[src/port_crossbar_pkg.sv]
// shared constants and carrier types for the priority port crossbar
package port_crossbar_pkg;

   // ---------------------------------------------------------------
   // sizes and fixed pin positions
   // ---------------------------------------------------------------
   localparam int PIN_COUNT = 8;
   localparam int SKIP_WIDTH = 7;
   localparam int FUNC_COUNT = 12;
   localparam int PIN_IDX_W = 3;
   localparam logic [2:0] SERIAL_TX_PIN = 3'h4;
   localparam logic [2:0] SERIAL_RX_PIN = 3'h5;

   // ---------------------------------------------------------------
   // function slots in priority order (serial port handled apart)
   // ---------------------------------------------------------------
   localparam int F_TWI_DATA = 0;
   localparam int F_TWI_CLOCK = 1;
   localparam int F_CMP_SYNC = 2;
   localparam int F_CMP_ASYNC = 3;
   localparam int F_SYSTEM_CLOCK_OUT = 4;
   localparam int F_CCH0 = 5;
   localparam int F_CCH1 = 6;
   localparam int F_CCH2 = 7;
   localparam int F_CNT_IN = 8;
   localparam int F_TMR_ZERO = 9;
   localparam int F_TMR_ONE = 10;
   localparam int F_SPARE = 11;

   // ---------------------------------------------------------------
   // reset values
   // ---------------------------------------------------------------
   localparam logic [7:0] INPUT_MODE_RST = 8'hFF;
   localparam logic [7:0] OUTPUT_MODE_RST = 8'h00;
   localparam logic [7:0] LATCH_RST = 8'hFF;
   localparam logic [6:0] SKIP_RST = 7'h00;
   localparam logic [7:0] ROUTE_A_RST = 8'h00;
   localparam logic [7:0] ROUTE_B_RST = 8'h00;

   // ---------------------------------------------------------------
   // event capture edge selection
   // ---------------------------------------------------------------
   typedef enum logic [1:0] {
      EDGE_NONE,
      EDGE_RISE,
      EDGE_FALL,
      EDGE_BOTH
   } edge_mode_e;

   // ---------------------------------------------------------------
   // carrier structs
   // ---------------------------------------------------------------
   typedef struct packed {
      logic [1:0] counter_array_route_field;
      logic cmp_async_en;
      logic cmp_sync_en;
      logic system_clock_out_en;
      logic twi_en;
      logic serial_rx_en;
      logic serial_tx_en;
   } route_a_s;

   typedef struct packed {
      logic pullup_disable_bit;
      logic crossbar_enable_bit;
      logic [2:0] unused;
      logic timer_one_en;
      logic timer_zero_en;
      logic counter_input_en;
   } route_b_s;

   typedef struct packed {
      logic [2:0] pin_sel;
      edge_mode_e edge_mode;
   } event_cfg_s;

   typedef struct packed {
      logic serial_transmit;
      logic twi_data;
      logic twi_clock;
      logic comparator_sync_out;
      logic comparator_async_out;
      logic system_clock_out;
      logic [2:0] capture_compare_channels;
   } periph_out_s;

endpackage

[src/pin_assign_map.sv]
// priority search that gives each enabled function its pin, held in a register
`timescale 1ns/10ps
module pin_assign_map #(
   parameter int FUNCS = port_crossbar_pkg::FUNC_COUNT
) (
   input wire logic clk_in,
   input wire logic reset_n_in,
   input wire logic [FUNCS-1:0] func_req_in,
   input wire logic [7:0] blocked_in,
   output logic [FUNCS-1:0][7:0] func_pin_out,
   output logic [7:0] pin_used_out
);

   // ---------------------------------------------------------------
   // search chain
   // ---------------------------------------------------------------
   logic [FUNCS:0][7:0] taken;
   logic [FUNCS-1:0][7:0] grant;

   assign taken[0] = blocked_in;

   genvar f;
   generate
      for (f = 0; f < FUNCS; f++) begin : g_slot
         wire [7:0] free_pins = ~taken[f];
         wire [7:0] lowest = free_pins & (~free_pins + 8'h01);
         assign grant[f] = func_req_in[f] ? lowest : 8'h00;
         assign taken[f+1] = taken[f] | grant[f];
      end
   endgenerate

   always_ff @(posedge clk_in) begin
      if (!reset_n_in) begin
         func_pin_out <= '0;
         pin_used_out <= 8'h00;
      end else begin
         func_pin_out <= grant;
         pin_used_out <= taken[FUNCS] & ~blocked_in;
      end
   end

endmodule

[src/priority_port_crossbar.sv]
// eight-pin port with priority crossbar, pin modes, pull-ups and event capture
// How it works
// - skipped pins never given to peripherals other than the fixed serial pins
// - each function gets lowest free pin
// - serial transmit pin 4, receive pin 5
// - assigned pin passed over by next function
// - skipped pins treated as already assigned
// - two-wire data and clock placed together
// - leftover unskipped pins are plain port pins
// - pin transition raises event pulse
// - capture works on any digital pin
// - analog pins never detect transitions
// - input mode bit one means digital
// - reset makes every pin digital
// - analog pin: no pull-up, driver, receiver
// - drive type from output mode bit, except two-wire pins
// - two-wire pins always open-drain
// - pull-ups on open-drain pins unless disabled
// - pull-up off while pin drives zero
// - crossbar off: pins plain port inputs
// - crossbar off: all drivers disabled
// - enable bit one activates routing
// - skip field bits 6 to 0
// - counter-array field routes zero to three channels
// - port reads pins, modify reads latch
// - analog pins read as zero
`timescale 1ns/10ps
module priority_port_crossbar #(
   parameter int PINS = port_crossbar_pkg::PIN_COUNT
) (
   input wire logic clk_in,
   input wire logic reset_n_in,
   input wire logic [6:0] pin_skip_reg_in,
   input wire port_crossbar_pkg::route_a_s peripheral_route_reg_a_in,
   input wire port_crossbar_pkg::route_b_s peripheral_route_reg_b_in,
   input wire logic [7:0] port_input_mode_in,
   input wire logic [7:0] port_output_mode_in,
   input wire logic cfg_write_in,
   input wire logic [7:0] latch_wdata_in,
   input wire logic latch_write_in,
   input wire logic latch_rmw_in,
   input wire port_crossbar_pkg::event_cfg_s ext_interrupt_config_in,
   input wire port_crossbar_pkg::periph_out_s periph_out_in,
   input wire logic [7:0] pad_in,
   output logic [7:0] pad_out,
   output logic [7:0] pad_oe_out,
   output logic [7:0] pad_pullup_out,
   output logic [7:0] port_read_out,
   output logic serial_receive_out,
   output logic twi_data_in_out,
   output logic twi_clock_in_out,
   output logic counter_external_input_out,
   output logic timer_zero_input_out,
   output logic timer_one_input_out,
   output logic event_pulse_out,
   output logic [7:0] pin_routed_out,
   output logic crossbar_active_out
);

   // ---------------------------------------------------------------
   // configuration registers
   // ---------------------------------------------------------------
   logic [6:0] skip_q;
   port_crossbar_pkg::route_a_s route_a_q;
   port_crossbar_pkg::route_b_s route_b_q;
   logic [7:0] in_mode_q;
   logic [7:0] out_mode_q;
   logic [7:0] latch_q;

   always_ff @(posedge clk_in) begin
      if (!reset_n_in) begin
         skip_q <= port_crossbar_pkg::SKIP_RST;
         route_a_q <= port_crossbar_pkg::ROUTE_A_RST;
         route_b_q <= port_crossbar_pkg::ROUTE_B_RST;
         in_mode_q <= port_crossbar_pkg::INPUT_MODE_RST;
         out_mode_q <= port_crossbar_pkg::OUTPUT_MODE_RST;
      end else if (cfg_write_in) begin
         skip_q <= pin_skip_reg_in;
         route_a_q <= peripheral_route_reg_a_in;
         route_b_q <= peripheral_route_reg_b_in;
         in_mode_q <= port_input_mode_in;
         out_mode_q <= port_output_mode_in;
      end
   end

   // ---------------------------------------------------------------
   // port latch with read-modify-write from the latch
   // ---------------------------------------------------------------
   // modify uses latch, not pins
   wire [7:0] latch_d = latch_rmw_in ? (latch_q & latch_wdata_in) : latch_wdata_in;

   always_ff @(posedge clk_in) begin
      if (!reset_n_in) begin
         latch_q <= port_crossbar_pkg::LATCH_RST;
      end else if (latch_write_in | latch_rmw_in) begin
         latch_q <= latch_d;
      end
   end

   // ---------------------------------------------------------------
   // pad input synchroniser
   // ---------------------------------------------------------------
   logic [7:0] pad_meta_q;
   logic [7:0] pad_sync_q;
   logic [7:0] pad_prev_q;

   always_ff @(posedge clk_in) begin
      if (!reset_n_in) begin
         // pads idle high under the reset pull-ups, so no false edge follows reset
         pad_meta_q <= 8'hFF;
         pad_sync_q <= 8'hFF;
         pad_prev_q <= 8'hFF;
      end else begin
         pad_meta_q <= pad_in;
         pad_sync_q <= pad_meta_q;
         pad_prev_q <= pad_sync_q;
      end
   end

   // ---------------------------------------------------------------
   // requests and blocked pins
   // ---------------------------------------------------------------
   // routing only when enabled
   wire xbar_en = route_b_q.crossbar_enable_bit;
   wire [1:0] cc_sel = route_a_q.counter_array_route_field;
   wire tx_en = xbar_en & route_a_q.serial_tx_en;
   wire rx_en = xbar_en & route_a_q.serial_rx_en;

   // slot order is the priority order
   wire [port_crossbar_pkg::FUNC_COUNT-1:0] req = {
      1'b0,
      route_b_q.timer_one_en,
      route_b_q.timer_zero_en,
      route_b_q.counter_input_en,
      (cc_sel == 2'h3),
      (cc_sel >= 2'h2),
      (cc_sel != 2'h0),
      route_a_q.system_clock_out_en,
      route_a_q.cmp_async_en,
      route_a_q.cmp_sync_en,
      route_a_q.twi_en,
      route_a_q.twi_en
   } & {port_crossbar_pkg::FUNC_COUNT{xbar_en}};

   // serial pins fixed and taken first
   wire [7:0] serial_pins = ({7'h00, tx_en} << port_crossbar_pkg::SERIAL_TX_PIN)
                          | ({7'h00, rx_en} << port_crossbar_pkg::SERIAL_RX_PIN);
   wire [7:0] blocked = {1'b0, skip_q} | serial_pins;

   logic [port_crossbar_pkg::FUNC_COUNT-1:0][7:0] func_pin;
   logic [7:0] pin_used;

   pin_assign_map #(
      .FUNCS(port_crossbar_pkg::FUNC_COUNT)
   ) u_map (
      .clk_in(clk_in),
      .reset_n_in(reset_n_in),
      .func_req_in(req),
      .blocked_in(blocked),
      .func_pin_out(func_pin),
      .pin_used_out(pin_used)
   );

   logic [7:0] serial_pins_q;
   always_ff @(posedge clk_in) begin
      if (!reset_n_in) begin
         serial_pins_q <= 8'h00;
      end else begin
         serial_pins_q <= serial_pins;
      end
   end

   // ---------------------------------------------------------------
   // per-pin output selection
   // ---------------------------------------------------------------
   wire [port_crossbar_pkg::FUNC_COUNT-1:0] fval = {
      1'b1, 1'b1, 1'b1, 1'b1,
      periph_out_in.capture_compare_channels[2],
      periph_out_in.capture_compare_channels[1],
      periph_out_in.capture_compare_channels[0],
      periph_out_in.system_clock_out,
      periph_out_in.comparator_async_out,
      periph_out_in.comparator_sync_out,
      periph_out_in.twi_clock,
      periph_out_in.twi_data
   };
   wire [7:0] digital = in_mode_q;
   wire [7:0] rx_view = pad_sync_q & digital;
   logic [7:0] val_d;
   logic [7:0] oe_d;
   logic [7:0] pu_d;
   logic [7:0] routed;
   logic [7:0] tx_pins_now;

   assign tx_pins_now = xbar_en & route_a_q.serial_tx_en ? serial_pins_q & 8'h10 : 8'h00;

   genvar p;
   generate
      for (p = 0; p < PINS; p++) begin : g_pin
         logic [port_crossbar_pkg::FUNC_COUNT-1:0] hit;
         logic sel_val;
         logic is_twi;
         logic open_drain;
         for (genvar k = 0; k < port_crossbar_pkg::FUNC_COUNT; k++) begin : g_hit
            assign hit[k] = func_pin[k][p];
         end
         assign sel_val = tx_pins_now[p] ? periph_out_in.serial_transmit :
                          (|(hit & fval)) | ((~|hit) & latch_q[p]);
         assign is_twi = hit[port_crossbar_pkg::F_TWI_DATA] | hit[port_crossbar_pkg::F_TWI_CLOCK];
         // drive type from mode bit, forced open-drain on two-wire pins
         assign open_drain = ~out_mode_q[p] | is_twi;
         assign routed[p] = pin_used[p] | serial_pins_q[p];
         assign val_d[p] = sel_val;
         assign oe_d[p] = xbar_en & digital[p] & ~(serial_pins_q[p] & ~tx_pins_now[p])
                          & (~open_drain | ~sel_val);
         assign pu_d[p] = digital[p] & (~xbar_en | open_drain) & ~route_b_q.pullup_disable_bit
                          & ~(oe_d[p] & ~sel_val);
      end
   endgenerate

   // ---------------------------------------------------------------
   // inputs routed back to peripherals
   // ---------------------------------------------------------------
   wire [7:0] twi_d_pins = func_pin[port_crossbar_pkg::F_TWI_DATA];
   wire [7:0] twi_c_pins = func_pin[port_crossbar_pkg::F_TWI_CLOCK];
   wire [7:0] cnt_in_pins = func_pin[port_crossbar_pkg::F_CNT_IN];
   wire [7:0] tmz_pins = func_pin[port_crossbar_pkg::F_TMR_ZERO];
   wire [7:0] tmo_pins = func_pin[port_crossbar_pkg::F_TMR_ONE];
   wire rx_pin_on = rx_en & serial_pins_q[port_crossbar_pkg::SERIAL_RX_PIN];

   // ---------------------------------------------------------------
   // external event capture
   // ---------------------------------------------------------------
   wire [2:0] ev_pin = ext_interrupt_config_in.pin_sel;
   // any digital pin, routed or not
   wire ev_cur = rx_view[ev_pin];
   wire ev_old = pad_prev_q[ev_pin] & digital[ev_pin];
   wire ev_rise = ev_cur & ~ev_old;
   wire ev_fall = ~ev_cur & ev_old;
   logic ev_hit;
   always_comb begin
      unique case (ext_interrupt_config_in.edge_mode)
         port_crossbar_pkg::EDGE_NONE: ev_hit = 1'b0;
         port_crossbar_pkg::EDGE_RISE: ev_hit = ev_rise;
         port_crossbar_pkg::EDGE_FALL: ev_hit = ev_fall;
         port_crossbar_pkg::EDGE_BOTH: ev_hit = ev_rise | ev_fall;
      endcase
   end

   // ---------------------------------------------------------------
   // output registers
   // ---------------------------------------------------------------
   always_ff @(posedge clk_in) begin
      if (!reset_n_in) begin
         pad_out <= 8'hFF;
         pad_oe_out <= 8'h00;
         pad_pullup_out <= 8'hFF;
         port_read_out <= 8'h00;
         serial_receive_out <= 1'b1;
         twi_data_in_out <= 1'b1;
         twi_clock_in_out <= 1'b1;
         counter_external_input_out <= 1'b0;
         timer_zero_input_out <= 1'b0;
         timer_one_input_out <= 1'b0;
         event_pulse_out <= 1'b0;
         pin_routed_out <= 8'h00;
         crossbar_active_out <= 1'b0;
      end else begin
         pad_out <= val_d;
         pad_oe_out <= oe_d;
         pad_pullup_out <= pu_d;
         port_read_out <= rx_view;
         serial_receive_out <= rx_pin_on ? rx_view[port_crossbar_pkg::SERIAL_RX_PIN] : 1'b1;
         twi_data_in_out <= (|twi_d_pins) ? |(twi_d_pins & rx_view) : 1'b1;
         twi_clock_in_out <= (|twi_c_pins) ? |(twi_c_pins & rx_view) : 1'b1;
         counter_external_input_out <= |(cnt_in_pins & rx_view);
         timer_zero_input_out <= |(tmz_pins & rx_view);
         timer_one_input_out <= |(tmo_pins & rx_view);
         event_pulse_out <= ev_hit;
         pin_routed_out <= routed;
         crossbar_active_out <= xbar_en;
      end
   end

endmodule

[config.mk]
export PLATFORM = sky130hd
export DESIGN_NAME = priority_port_crossbar
export DESIGN_NICKNAME = d
export VERILOG_FILES = /design/src/port_crossbar_pkg.sv /design/src/pin_assign_map.sv /design/src/priority_port_crossbar.sv
export SDC_FILE = /design/constraint.sdc
export NUM_CORES = 1
export LEC_CHECK = 0
export ABC_CLOCK_PERIOD_IN_PS = 3900
export BUFFER_PORTS_ARGS = -buffer_cell sky130_fd_sc_hd__buf_2
export CAP_MARGIN = 40
export CORE_ASPECT_RATIO = 1.2
export CORE_MARGIN = 3
export CORE_UTILIZATION = 58
export CTS_CLUSTER_DIAMETER = 100
export DETAILED_ROUTE_END_ITERATION = 10
export GPL_TIMING_DRIVEN = 0
export HOLD_SLACK_MARGIN = 0.05
export PLACE_DENSITY = 0.88
export SYNTH_ARGS = -nofsm -noshare
export SYNTH_HDL_FRONTEND = slang
export SYNTH_SLANG_ARGS = --single-unit
[constraint.sdc]
create_clock -name clk_in -period 3.9 [get_ports clk_in]
set_input_delay 0.39 -clock clk_in [delete_from_list [all_inputs] [get_ports clk_in]]
set_output_delay 0.39 -clock clk_in [all_outputs]
set_load 0.05 [all_outputs]
=== Yosys cells after proc, flatten, opt, wreduce, memory -nomap -nowiden ===
Cells that the tools add are included.
W data, S select, Z words.

* Add/subtract/negate cells: 12
* Magnitude comparators: 2
* Equal/unequal tests: 4
* Muxes and demuxes: 29
* Bitwise operators: 247
* Reduce and logical (&&, ||, !) cells: 36

{| class="wikitable"
|+ Operators with widths
! kind !! number
|-
| $reduce_or A12 Y1 || 16
|-
| $not A8 Y8 || 23
|-
| $and A8 B8 Y8 || 20
|-
| $mux W8 || 13
|-
| $add A8 B1 Y8 const B || 12
|-
| $and A12 B12 Y12 || 8
|-
| $or A8 B8 Y8 || 11
|-
| $and A1 B1 Y1 || 78
|-
| $reduce_or A8 Y1 || 7
|-
| $or A1 B1 Y1 || 50
|-
| $not A1 Y1 || 49
|-
| $and A11 B12 Y12 || 1
|-
| $mux W1 || 11
|-
| $bmux W1 S3 || 3
|-
| $logic_not A1 Y1 || 8
|-
| $not A7 Y8 || 1
|-
| $or A7 B8 Y8 || 1
|-
| $or A7 B6 Y7 || 1
|-
| $eq A2 B2 Y1 const B || 3
|-
| $or A5 B6 Y6 || 1
|-
| $reduce_and A2 Y1 || 3
|-
| $mux W5 || 1
|-
| $lt A3 B4 Y1 const B || 1
|-
| $pmux W1 S4 || 1
|-
| other kinds (5) || 7
|}

* Flip-flop bits (word level): 228
* Input bits: 74
* Output and inout bits: 48

=== Depth between registers and ports, before layout ===
Gate-level depths: netlist of run 1.

* Word-level depth: 76
* Mapped depth: 14
* Mapped depth without buffers: 11

=== By module ===
From an unflattened synthesis of run 1, not the netlist that was laid out.

* Cells, all modules: 1163
* Area total of the unflattened synthesis: 10247.3 um^2

{| class="wikitable"
|+ By module, submodules not included
! module !! instances !! cells an instance !! area an instance (um^2)
|-
| pin_assign_map || 1 || 636 || 5303.8
|-
| priority_port_crossbar || 1 || 527 || 4943.5
|}

=== Least setup slack after synthesis of run 1 ===
Ideal clock, no wire load.

* Path kind: register -> register
* From: reg skip_q[1]
* To: reg u_map.pin_used_out[7]
* Setup time: 0.131 ns
* Data arrival time: 2.834 ns
* Data required time: 3.769 ns
* Path slack: 0.936 ns
* Cell stages (with the launch flop): 13
* Period minus slack after synthesis: 2.964 ns
* Cells stage by stage: dfxtp_1 > buf_2 > maj3_2 > o211a_1 > buf_6 > nor3_4 > nand2_2 > maj3_2 > a211oi_2 > a21oi_1 > a211oi_2 > maj3_2 > a21oi_2

* Word-level cells in the longest chain between the ends: 74

{| class="wikitable"
|+ Ends and longest elaborated chain
! element !! RTL line !! source
|-
| start: declaration || priority_port_crossbar.sv:63 || <nowiki>logic [6:0] skip_q;</nowiki>
|-
| start signal: assignment || priority_port_crossbar.sv:72 || <nowiki>skip_q <= port_crossbar_pkg::SKIP_RST;</nowiki>
|-
| start signal: assignment || priority_port_crossbar.sv:78 || <nowiki>skip_q <= pin_skip_reg_in;</nowiki>
|-
| $or A7 B6 Y7 (*) || priority_port_crossbar.sv:148 || <nowiki>wire [7:0] blocked = {1'b0, skip_q} | serial_pins;</nowiki>
|-
| $not A7 Y8 || pin_assign_map.sv:25 || <nowiki>wire [7:0] free_pins = ~taken[f];</nowiki>
|-
| $not A8 Y8 || pin_assign_map.sv:26 || <nowiki>wire [7:0] lowest = free_pins & (~free_pins + 8'h01);</nowiki>
|-
| $add A8 B1 Y8 || pin_assign_map.sv:26 ||
|-
| $and A8 B8 Y8 || pin_assign_map.sv:26 ||
|-
| $mux W8 || pin_assign_map.sv:27 || <nowiki>assign grant[f] = func_req_in[f] ? lowest : 8'h00;</nowiki>
|-
| $or A7 B8 Y8 (*) || pin_assign_map.sv:28 || <nowiki>assign taken[f+1] = taken[f] | grant[f];</nowiki>
|-
| $not A8 Y8 || pin_assign_map.sv:25 ||
|-
| [... 58 more ...] || -- ||
|-
| $or A8 B8 Y8 (*) || pin_assign_map.sv:28 ||
|-
| $not A8 Y8 || pin_assign_map.sv:25 ||
|-
| $not A8 Y8 || pin_assign_map.sv:26 ||
|-
| $add A8 B1 Y8 || pin_assign_map.sv:26 ||
|-
| $and A8 B8 Y8 || pin_assign_map.sv:26 ||
|-
| $mux W8 || pin_assign_map.sv:27 ||
|-
| $or A8 B8 Y8 (*) || pin_assign_map.sv:28 ||
|-
| $and A8 B8 Y8 (*) || pin_assign_map.sv:38 || <nowiki>pin_used_out <= taken[FUNCS] & ~blocked_in;</nowiki>
|-
| end signal: assignment || pin_assign_map.sv:38 ||
|-
| end: declaration || pin_assign_map.sv:11 || <nowiki>output logic [7:0] pin_used_out</nowiki>
|}

Every way passes the cells marked *; elsewhere a longest branch is shown, timed or not.
A chain may end at the register's enable or synchronous reset.

=== Worst setup path after layout of run 1 ===
* From: reg route_b_q, in the netlist xbar_en
* To: reg u_map.func_pin_out[71] in the netlist's numbering

* Word-level cells in the longest chain between the ends: 56
* Elaborated cells between the ends (all ways): 58

{| class="wikitable"
|+ Ends and longest elaborated chain
! element !! RTL line !! source
|-
| start: declaration || priority_port_crossbar.sv:65 || <nowiki>port_crossbar_pkg::route_b_s route_b_q;</nowiki>
|-
| start signal: assignment || priority_port_crossbar.sv:74 || <nowiki>route_b_q <= port_crossbar_pkg::ROUTE_B_RST;</nowiki>
|-
| start signal: assignment || priority_port_crossbar.sv:80 || <nowiki>route_b_q <= peripheral_route_reg_b_in;</nowiki>
|-
| $and A1 B1 Y1, on equally long branches || priority_port_crossbar.sv:126, priority_port_crossbar.sv:127 ||
|-
| $or A5 B6 Y6 || priority_port_crossbar.sv:147 || <nowiki>| ({7'h00, rx_en} << port_crossbar_pkg::SERIAL_RX_PIN);</nowiki>
|-
| $or A7 B6 Y7 || priority_port_crossbar.sv:148 ||
|-
| $not A7 Y8 || pin_assign_map.sv:25 ||
|-
| $not A8 Y8 || pin_assign_map.sv:26 ||
|-
| $add A8 B1 Y8 || pin_assign_map.sv:26 ||
|-
| $and A8 B8 Y8 || pin_assign_map.sv:26 ||
|-
| $mux W8 || pin_assign_map.sv:27 ||
|-
| [... 40 more ...] || -- ||
|-
| $and A8 B8 Y8 || pin_assign_map.sv:26 ||
|-
| $mux W8 || pin_assign_map.sv:27 ||
|-
| $or A8 B8 Y8 || pin_assign_map.sv:28 ||
|-
| $not A8 Y8 || pin_assign_map.sv:25 ||
|-
| $not A8 Y8 || pin_assign_map.sv:26 ||
|-
| $add A8 B1 Y8 || pin_assign_map.sv:26 ||
|-
| $and A8 B8 Y8 || pin_assign_map.sv:26 ||
|-
| $mux W8 (*) || pin_assign_map.sv:27 ||
|-
| end signal: assignment || pin_assign_map.sv:37 || <nowiki>func_pin_out <= grant;</nowiki>
|-
| end: declaration || pin_assign_map.sv:10 || <nowiki>output logic [FUNCS-1:0][7:0] func_pin_out,</nowiki>
|}

Marks and branches as above.

==> impl_metrics.toml, run 1 <==
[die]
die_w_um = 122
start_util_pct = 59.8
rows = 50
ios = 122
dieArea_um2 = 17800
core_area_um2 = 15800
die_y_um = 146

[synthesis]
yosysSeqAreaShare_pct = 45.4
yosys_register_bits = 214
synthCells = 1077
ys.warnings.count = 0
syn_area_per_cell_um2 = 8.76
synth_cell_type_count = 82
synth_area_um2 = 9440
async_reset_ff_share_pct = 0
synth_edf_count = 0
synth_ff_type = "dfxtp_1"

[critical_path]
cp-start-kind = "register"
timing.rr.start = "xbar_en"
critical_path_class = "register to register"
critPathRequiredTime_ns = 4.28
worstPathArrival_ns = 4.26
rr_worst_depth = 12
rrSetupSlack_ns = 0.02
worstSetupEndpointType = "register"
critPathLaunch = "xbar_en"
r2r-end = "u_map.func_pin_out[71]"
crit_fanout = 10

[sta]
period_needed_ns = 3.88
hold_viol = 0
setup_viol = 0
finalCritPeriodShare_pct = 99.4
slew_headroom_pct = 33.6
maxSlewViolCount = 0
clock.fmax_ghz = 0.258
finalSetupTns_ns = 0
worst_pin_slew_ns = 0.970
fin_worst_skew_ns = 0.0324

[hold_path]
min_path_cells = 2
min_to = "pad_meta_q[5]"
min-delay-start = "pad_in[5]"
hold_class = "primary input to register"

[clock_tree]
clock_latency_ns = 0.52
ctsHtreeMaxLevel = 1
clkTransAtPathRegs_ns = 0.06
cts_tree = "yes"
clockBufferDepth = 3
cts_buffers = 22
cts_sinks = 214
root_buffer = "clkbuf_16"

[global_routing]
overflow = 0
antenna_found_initial = 0
track_usage_pct = 32.3
grt_max_degree = 16
grt_pass1_vias = 8374
grt_pass1_wl_um = 45400

[detailed_routing]
wl_um = 30100
initialDrtViolationCount = 1148
avgRoutedWirePerCell_um = 21.0
vias = 9135
final_antenna_net_count = 0
first_pass_iters = 6
avgViaCountPerCell = 6.36
post-route-drc-count = 0

[final_layout]
layout_commonest_cell = "dfxtp_1"
post-route-cell-area_um2 = 11000
num_antenna_cells = 0
fin_util_pct = 70.0
fin_nets = 1291
areaGrowthSynthToFinish_pct = 17.0
layout_common_cells = "dfxtp_1 (214), buf_2 (120), nand2_1 (116)"
layout-drive-gt1-share_pct = 17.0

[pwr]
power_density_nw_per_um2 = 458
ir_drop_mv = 0.288
p_leak_nw = 4.45

[place]
gp_congestion = 0.988
portBuffers = 107
placed_area_um2 = 10300
dp_hpwl_um = 22400

[flow_run]
max_cap_violations = 0

[outcome]
status = "finished clean"
==> logic make-up after synthesis <==
kind of cell	Yosys count	synth area share, %
muxes	39	4.27
AOI/OAI and AO/OA	256	19.4
xor gates and xnor gates	14	1.30
adders and majority gates	14	1.60
and+or+nand+nor	464	24.4
other	1	0.0397
buffers and inverters	75	3.59
DFF	214	45.4
==> cell type report <==
cell class	instances	area, µm²
inverter	8	30.0
sequential	214	4280
multi-input combinational	791	4840
fill	1210	4730
clock inverter	9	130
buffer	67	309
timing repair buffer	111	576
clock buffer	29	607
tap	208	260
==> where the power goes <==
part / internal, mW / total [mW] / switching, mW
Combinational: 0.194 / 0.615 / 0.421
Sequential: 2.26 / 2.31 / 0.0484
Clock: 1.25 / 2.13 / 0.887
Total: 3.70 / 5.05 / 1.36
==> through the flow <==
step	hold WS [ns]	worst slack [ns]	power [mW]	cells
after floorplan	0.386	0.936	2.76	1080
after global placement	0.390	-0.0589	2.93	1395
after detailed placement	0.396	0.00576	2.95	1397
after CTS	0.0606	0.00311	5.03	1436
after global routing	0.0665	-0.00952	5.19	1437
final	0.0623	0.0227	5.05	1437
==> worst max-delay path: stages, from the launching register on <==
cell      delay, ns
dfxtp_1        0.30
buf_2          0.20
buf_4          0.21
buf_2          0.26
nand2_1        0.11
a21oi_1        0.53
o31a_1         0.30
o21ai_2        0.13
nor3_2         0.33
o211ai_1       0.33
a21oi_2        0.40
nand2_1        0.20
nor3b_1        0.44
==> metal layers <==
metal / GRT usage, % / vias to the layer above / routed length, µm
met5: 0 / - / 0
met4: 19.0 / 0 / 2080
met3: 4.04 / 125 / 2750
met2: 52.2 / 604 / 13700
met1: 41.2 / 4230 / 11600
li1: - / 4176 / -
==> cell usage after synthesis (5+ instances only) <==
master       n  area [µm²]
buf_4        7        52.6
nand4_1      8        50.1
o21ai_0     34         170
and3_1      19         119
a211oi_2     6        75.1
inv_1        6        22.5
o211ai_1     5        37.5
nor3b_1      5        37.5
nor4b_1      8        70.1
nand2_1    116         435
o21a_1       7        52.6
o21ai_1      9        45.0
buf_2       13        65.1
a22o_1      10        87.6
a22oi_1     32         240
a21oi_1     57         285
o22ai_1      5        31.3
mux2i_1     38         380
nor2b_1      9        56.3
a21o_1       5        37.5
nor3_1      73         365
nand3_1     18        90.1
and2_1      19         119
xnor2_1     14         123
nor2_1     113         424
nand2b_1    32         200
maj3_1       7        70.1
maj3_2       5        56.3
nor4_1      13        81.3
dfxtp_1    214        4280
clkbuf_1    41         154
a31oi_1     19         119
a2111oi_0    6        52.6
o211a_1      6        60.1
a221oi_1    12         105
==> sequential cells by signal (all words and copies together) (netlist names), 2 cells and up <==
register / flops
port_read_out: 8
serial_pins_q: 2
u_map.func_pin_out: 88
route_b_q: 4
pad_out: 8
cc_sel: 2
latch_q: 8
pad_sync_q: 8
pin_routed_out: 8
pad_pullup_out: 8
pad_prev_q: 8
digital: 8
pad_oe_out: 8
skip_q: 7
u_map.pin_used_out: 8
out_mode_q: 8
route_a_q: 6
pad_meta_q: 8
==> what timing repair did <==
| action | CTS | global route |
|---|---|---|
| hold buffers | 1 | 0 |
| resized for setup | 1 | 3 |
| pin swaps | 0 | 1 |
| cloned | 0 | 0 |
| setup buffers | 0 | 1 |
| endpoints found under the setup margin | 1 | 3 |
| endpoints found under the hold margin | 1 | 0 |
==> worst max path at each step <==
stage / cells after the start / slack (ns) / end
after floorplan: 12 / 0.94 / u_map.pin_used_out[7]
after global placement: 12 / -0.06 / u_map.func_pin_out[71]
after detailed placement: 12 / 0.006 / u_map.func_pin_out[71]
after CTS: 13 / 0.003 / u_map.func_pin_out[71]
after global routing: 12 / -0.01 / u_map.func_pin_out[71]
final: 12 / 0.02 / u_map.func_pin_out[71]
Power figures use the tool's default switching activity.
==> run 2: changes to the inputs <==
MAX_ROUTING_LAYER = met4   (was not set)
==> run 2 against run 1 <==
Setup slack improved by 0.073 ns. Sequential cell count stayed put. Design area grew 0.61%. Largest cell class unchanged.
==> impl_metrics.toml, run 2 (synthesis gave the netlist of run 1 again) <==
[outcome]
status = "finished clean"

[final_layout]
multi_input_area_um2 = 4860
layout_commonest_cell = "dfxtp_1"
regArea_um2 = 4280
post-route-cell-area_um2 = 11100
largest_register_ffs = 88
largest-register = "u_map.func_pin_out"
layout-drive-gt1-share_pct = 17.5
fillerInstances = 1190
num_antenna_cells = 0
fin_nets = 1291
areaGrowthSynthToFinish_pct = 17.7
layout_common_cells = "dfxtp_1 (214), buf_2 (120), nand2_1 (116)"

[clock_tree]
clockBufferDepth = 3
cts_buffers = 22
cts_sinks = 214
root_buffer = "clkbuf_16"
clock_latency_ns = 0.50
ctsHtreeMaxLevel = 1
cts_tree = "yes"
holdBufCountCts = 0
clkTransAtPathRegs_ns = 0.07

[detailed_routing]
post-route-drc-count = 0
vias = 9191
first_pass_iters = 6
avgRoutedWirePerCell_um = 21.3
avgViaCountPerCell = 6.39
wl_um = 30700
initialDrtViolationCount = 1174
final_antenna_net_count = 0

[critical_path]
worstPathArrival_ns = 4.20
crit_fanout = 10
critPathLaunch = "skip_q[1]"
cp_slowest_stage_delay_ns = 0.43
critPathRequiredTime_ns = 4.29
worstPathCellList = "buf_2 > maj3_2 > and3_1 > or3_4 > buf_4 > nor2_1 > nand2_1 > o211ai_1 > nand3_1 > and2_1 > nor3_2 > and4bb_1"
worstSetupEndpointType = "register"
cp_slowest_cell = "nor2_1"
timing.rr.start = "skip_q[1]"
critical_path_class = "register to register"
cp-start-kind = "register"

[pwr]
switching_share_pct = 26.4
netSwitchingPower_mw = 1.37
ir_drop_mv = 0.347
intPower_mw = 3.83
p_leak_nw = 4.48
p_seq_share_pct = 44.4
clockPowerShare_pct = 43.7
combPwrFrac_pct = 11.9
power_density_nw_per_um2 = 468

[place]
placed_area_um2 = 10300
portBuffers = 107
dp_worst_setup_slack_ns = -0.0169
dp_hpwl_um = 22800
gp_congestion = 1.01

[sta]
period_needed_ns = 3.80
finalCritPeriodShare_pct = 97.5
setup_viol = 0
maxSlewViolCount = 0
fin_ws_ns = 0.0961
fin_worst_skew_ns = 0.00854
slew_headroom_pct = 39.5
clock.fmax_ghz = 0.263
worst_pin_slew_ns = 0.885
hold_viol = 0
holdWs_ns = 0.0758

[die]
dieArea_um2 = 17800
die_w_um = 122
die_y_um = 146
start_util_pct = 59.8
ios = 122
core_area_um2 = 15800
rows = 50

[global_routing]
grt_max_degree = 16
track_usage_pct = 34.5
antenna_found_initial = 0
grt_pass1_wl_um = 47000
grt_pass1_vias = 8513
overflow = 0

[hold_path]
hold_class = "primary input to register"
min-delay-start = "pad_in[2]"

[flow_run]
max_cap_violations = 0
==> run 2: cell count changes in the layout (fill, tap and decap cells not counted), moves of 2 or more <==
cell and delta:
clkinv_4 +2, clkbuf_8 -2, clkbuf_1 -2, clkinv_2 +3
bufinv_16 +2
==> run 2: power groups by stage <==
stage	combinational, mW	clock, mW	sequential (mW)
after floorplan	0.337	0	2.42
after global placement	0.579	0	2.35
after detailed placement	0.597	0	2.35
after CTS	0.602	2.28	2.30
after global routing	0.662	2.36	2.31
final	0.617	2.27	2.31
==> run 2: critical path, delay by kind of cell (launching register included) <==
kind	cells	cell delay [ns]
AOI/OAI and AO/OA	1	0.33
adders and majority gates	1	0.36
buffers and inverters	2	0.35
DFF	1	0.29
and+or+nand+nor	8	2.35
==> run 2: stage by stage <==
step                      cells  utilization, %  total power [mW]  TNS, ns
after CTS                  1437            70.2              5.18        0
after global routing       1439            70.4              5.33  -0.0165
after floorplan            1080               -              2.76        0
final                      1439            70.4              5.19        0
after global placement     1395            65.0              2.93  -0.0563
after detailed placement   1397            65.1              2.95  -0.0169
==> run 2: final timing paths <==
| path | to | slack [ns] | depth (start not counted) |
|---|---|---|---|
| max | u_map.func_pin_out[87] | 0.1 | 12 |
| min | pad_meta_q[2] | 0.08 | 2 |
| min reg2reg | pad_sync_q[1] | 0.41 | 1 |
| max reg2reg | u_map.func_pin_out[87] | 0.1 | 12 |
==> run 2: layout make-up <==
class                           instances  area share (%)
Buffer                                 67            2.78
Tap cell                              208            2.34
Multi-Input combinational cell        791            43.7
Clock buffer                           26            5.37
Clock inverter                         14            1.75
Sequential cell                       214            38.6
Inverter                                8           0.270
Timing Repair Buffer                  111            5.16
==> run 2: repair_timing <==
| action | CTS | global route |
|---|---|---|
| endpoints found under the hold margin | 0 | 0 |
| gates cloned | 0 | 0 |
| gates resized for setup | 1 | 6 |
| pin swaps | 0 | 1 |
| buffers inserted | 0 | 2 |
| endpoints found under the setup margin | 2 | 6 |
==> run 2: layer usage <==
layer,wire length [µm],vias up,global-route usage (%),part of all wire [%]
met5,0,-,-,0
li1,-,4182,-,-
met1,11500,4228,42.7,37
met2,14400,647,54.8,47
met4,2020,0,18.6,6.6
met3,2770,134,3.97,9.0
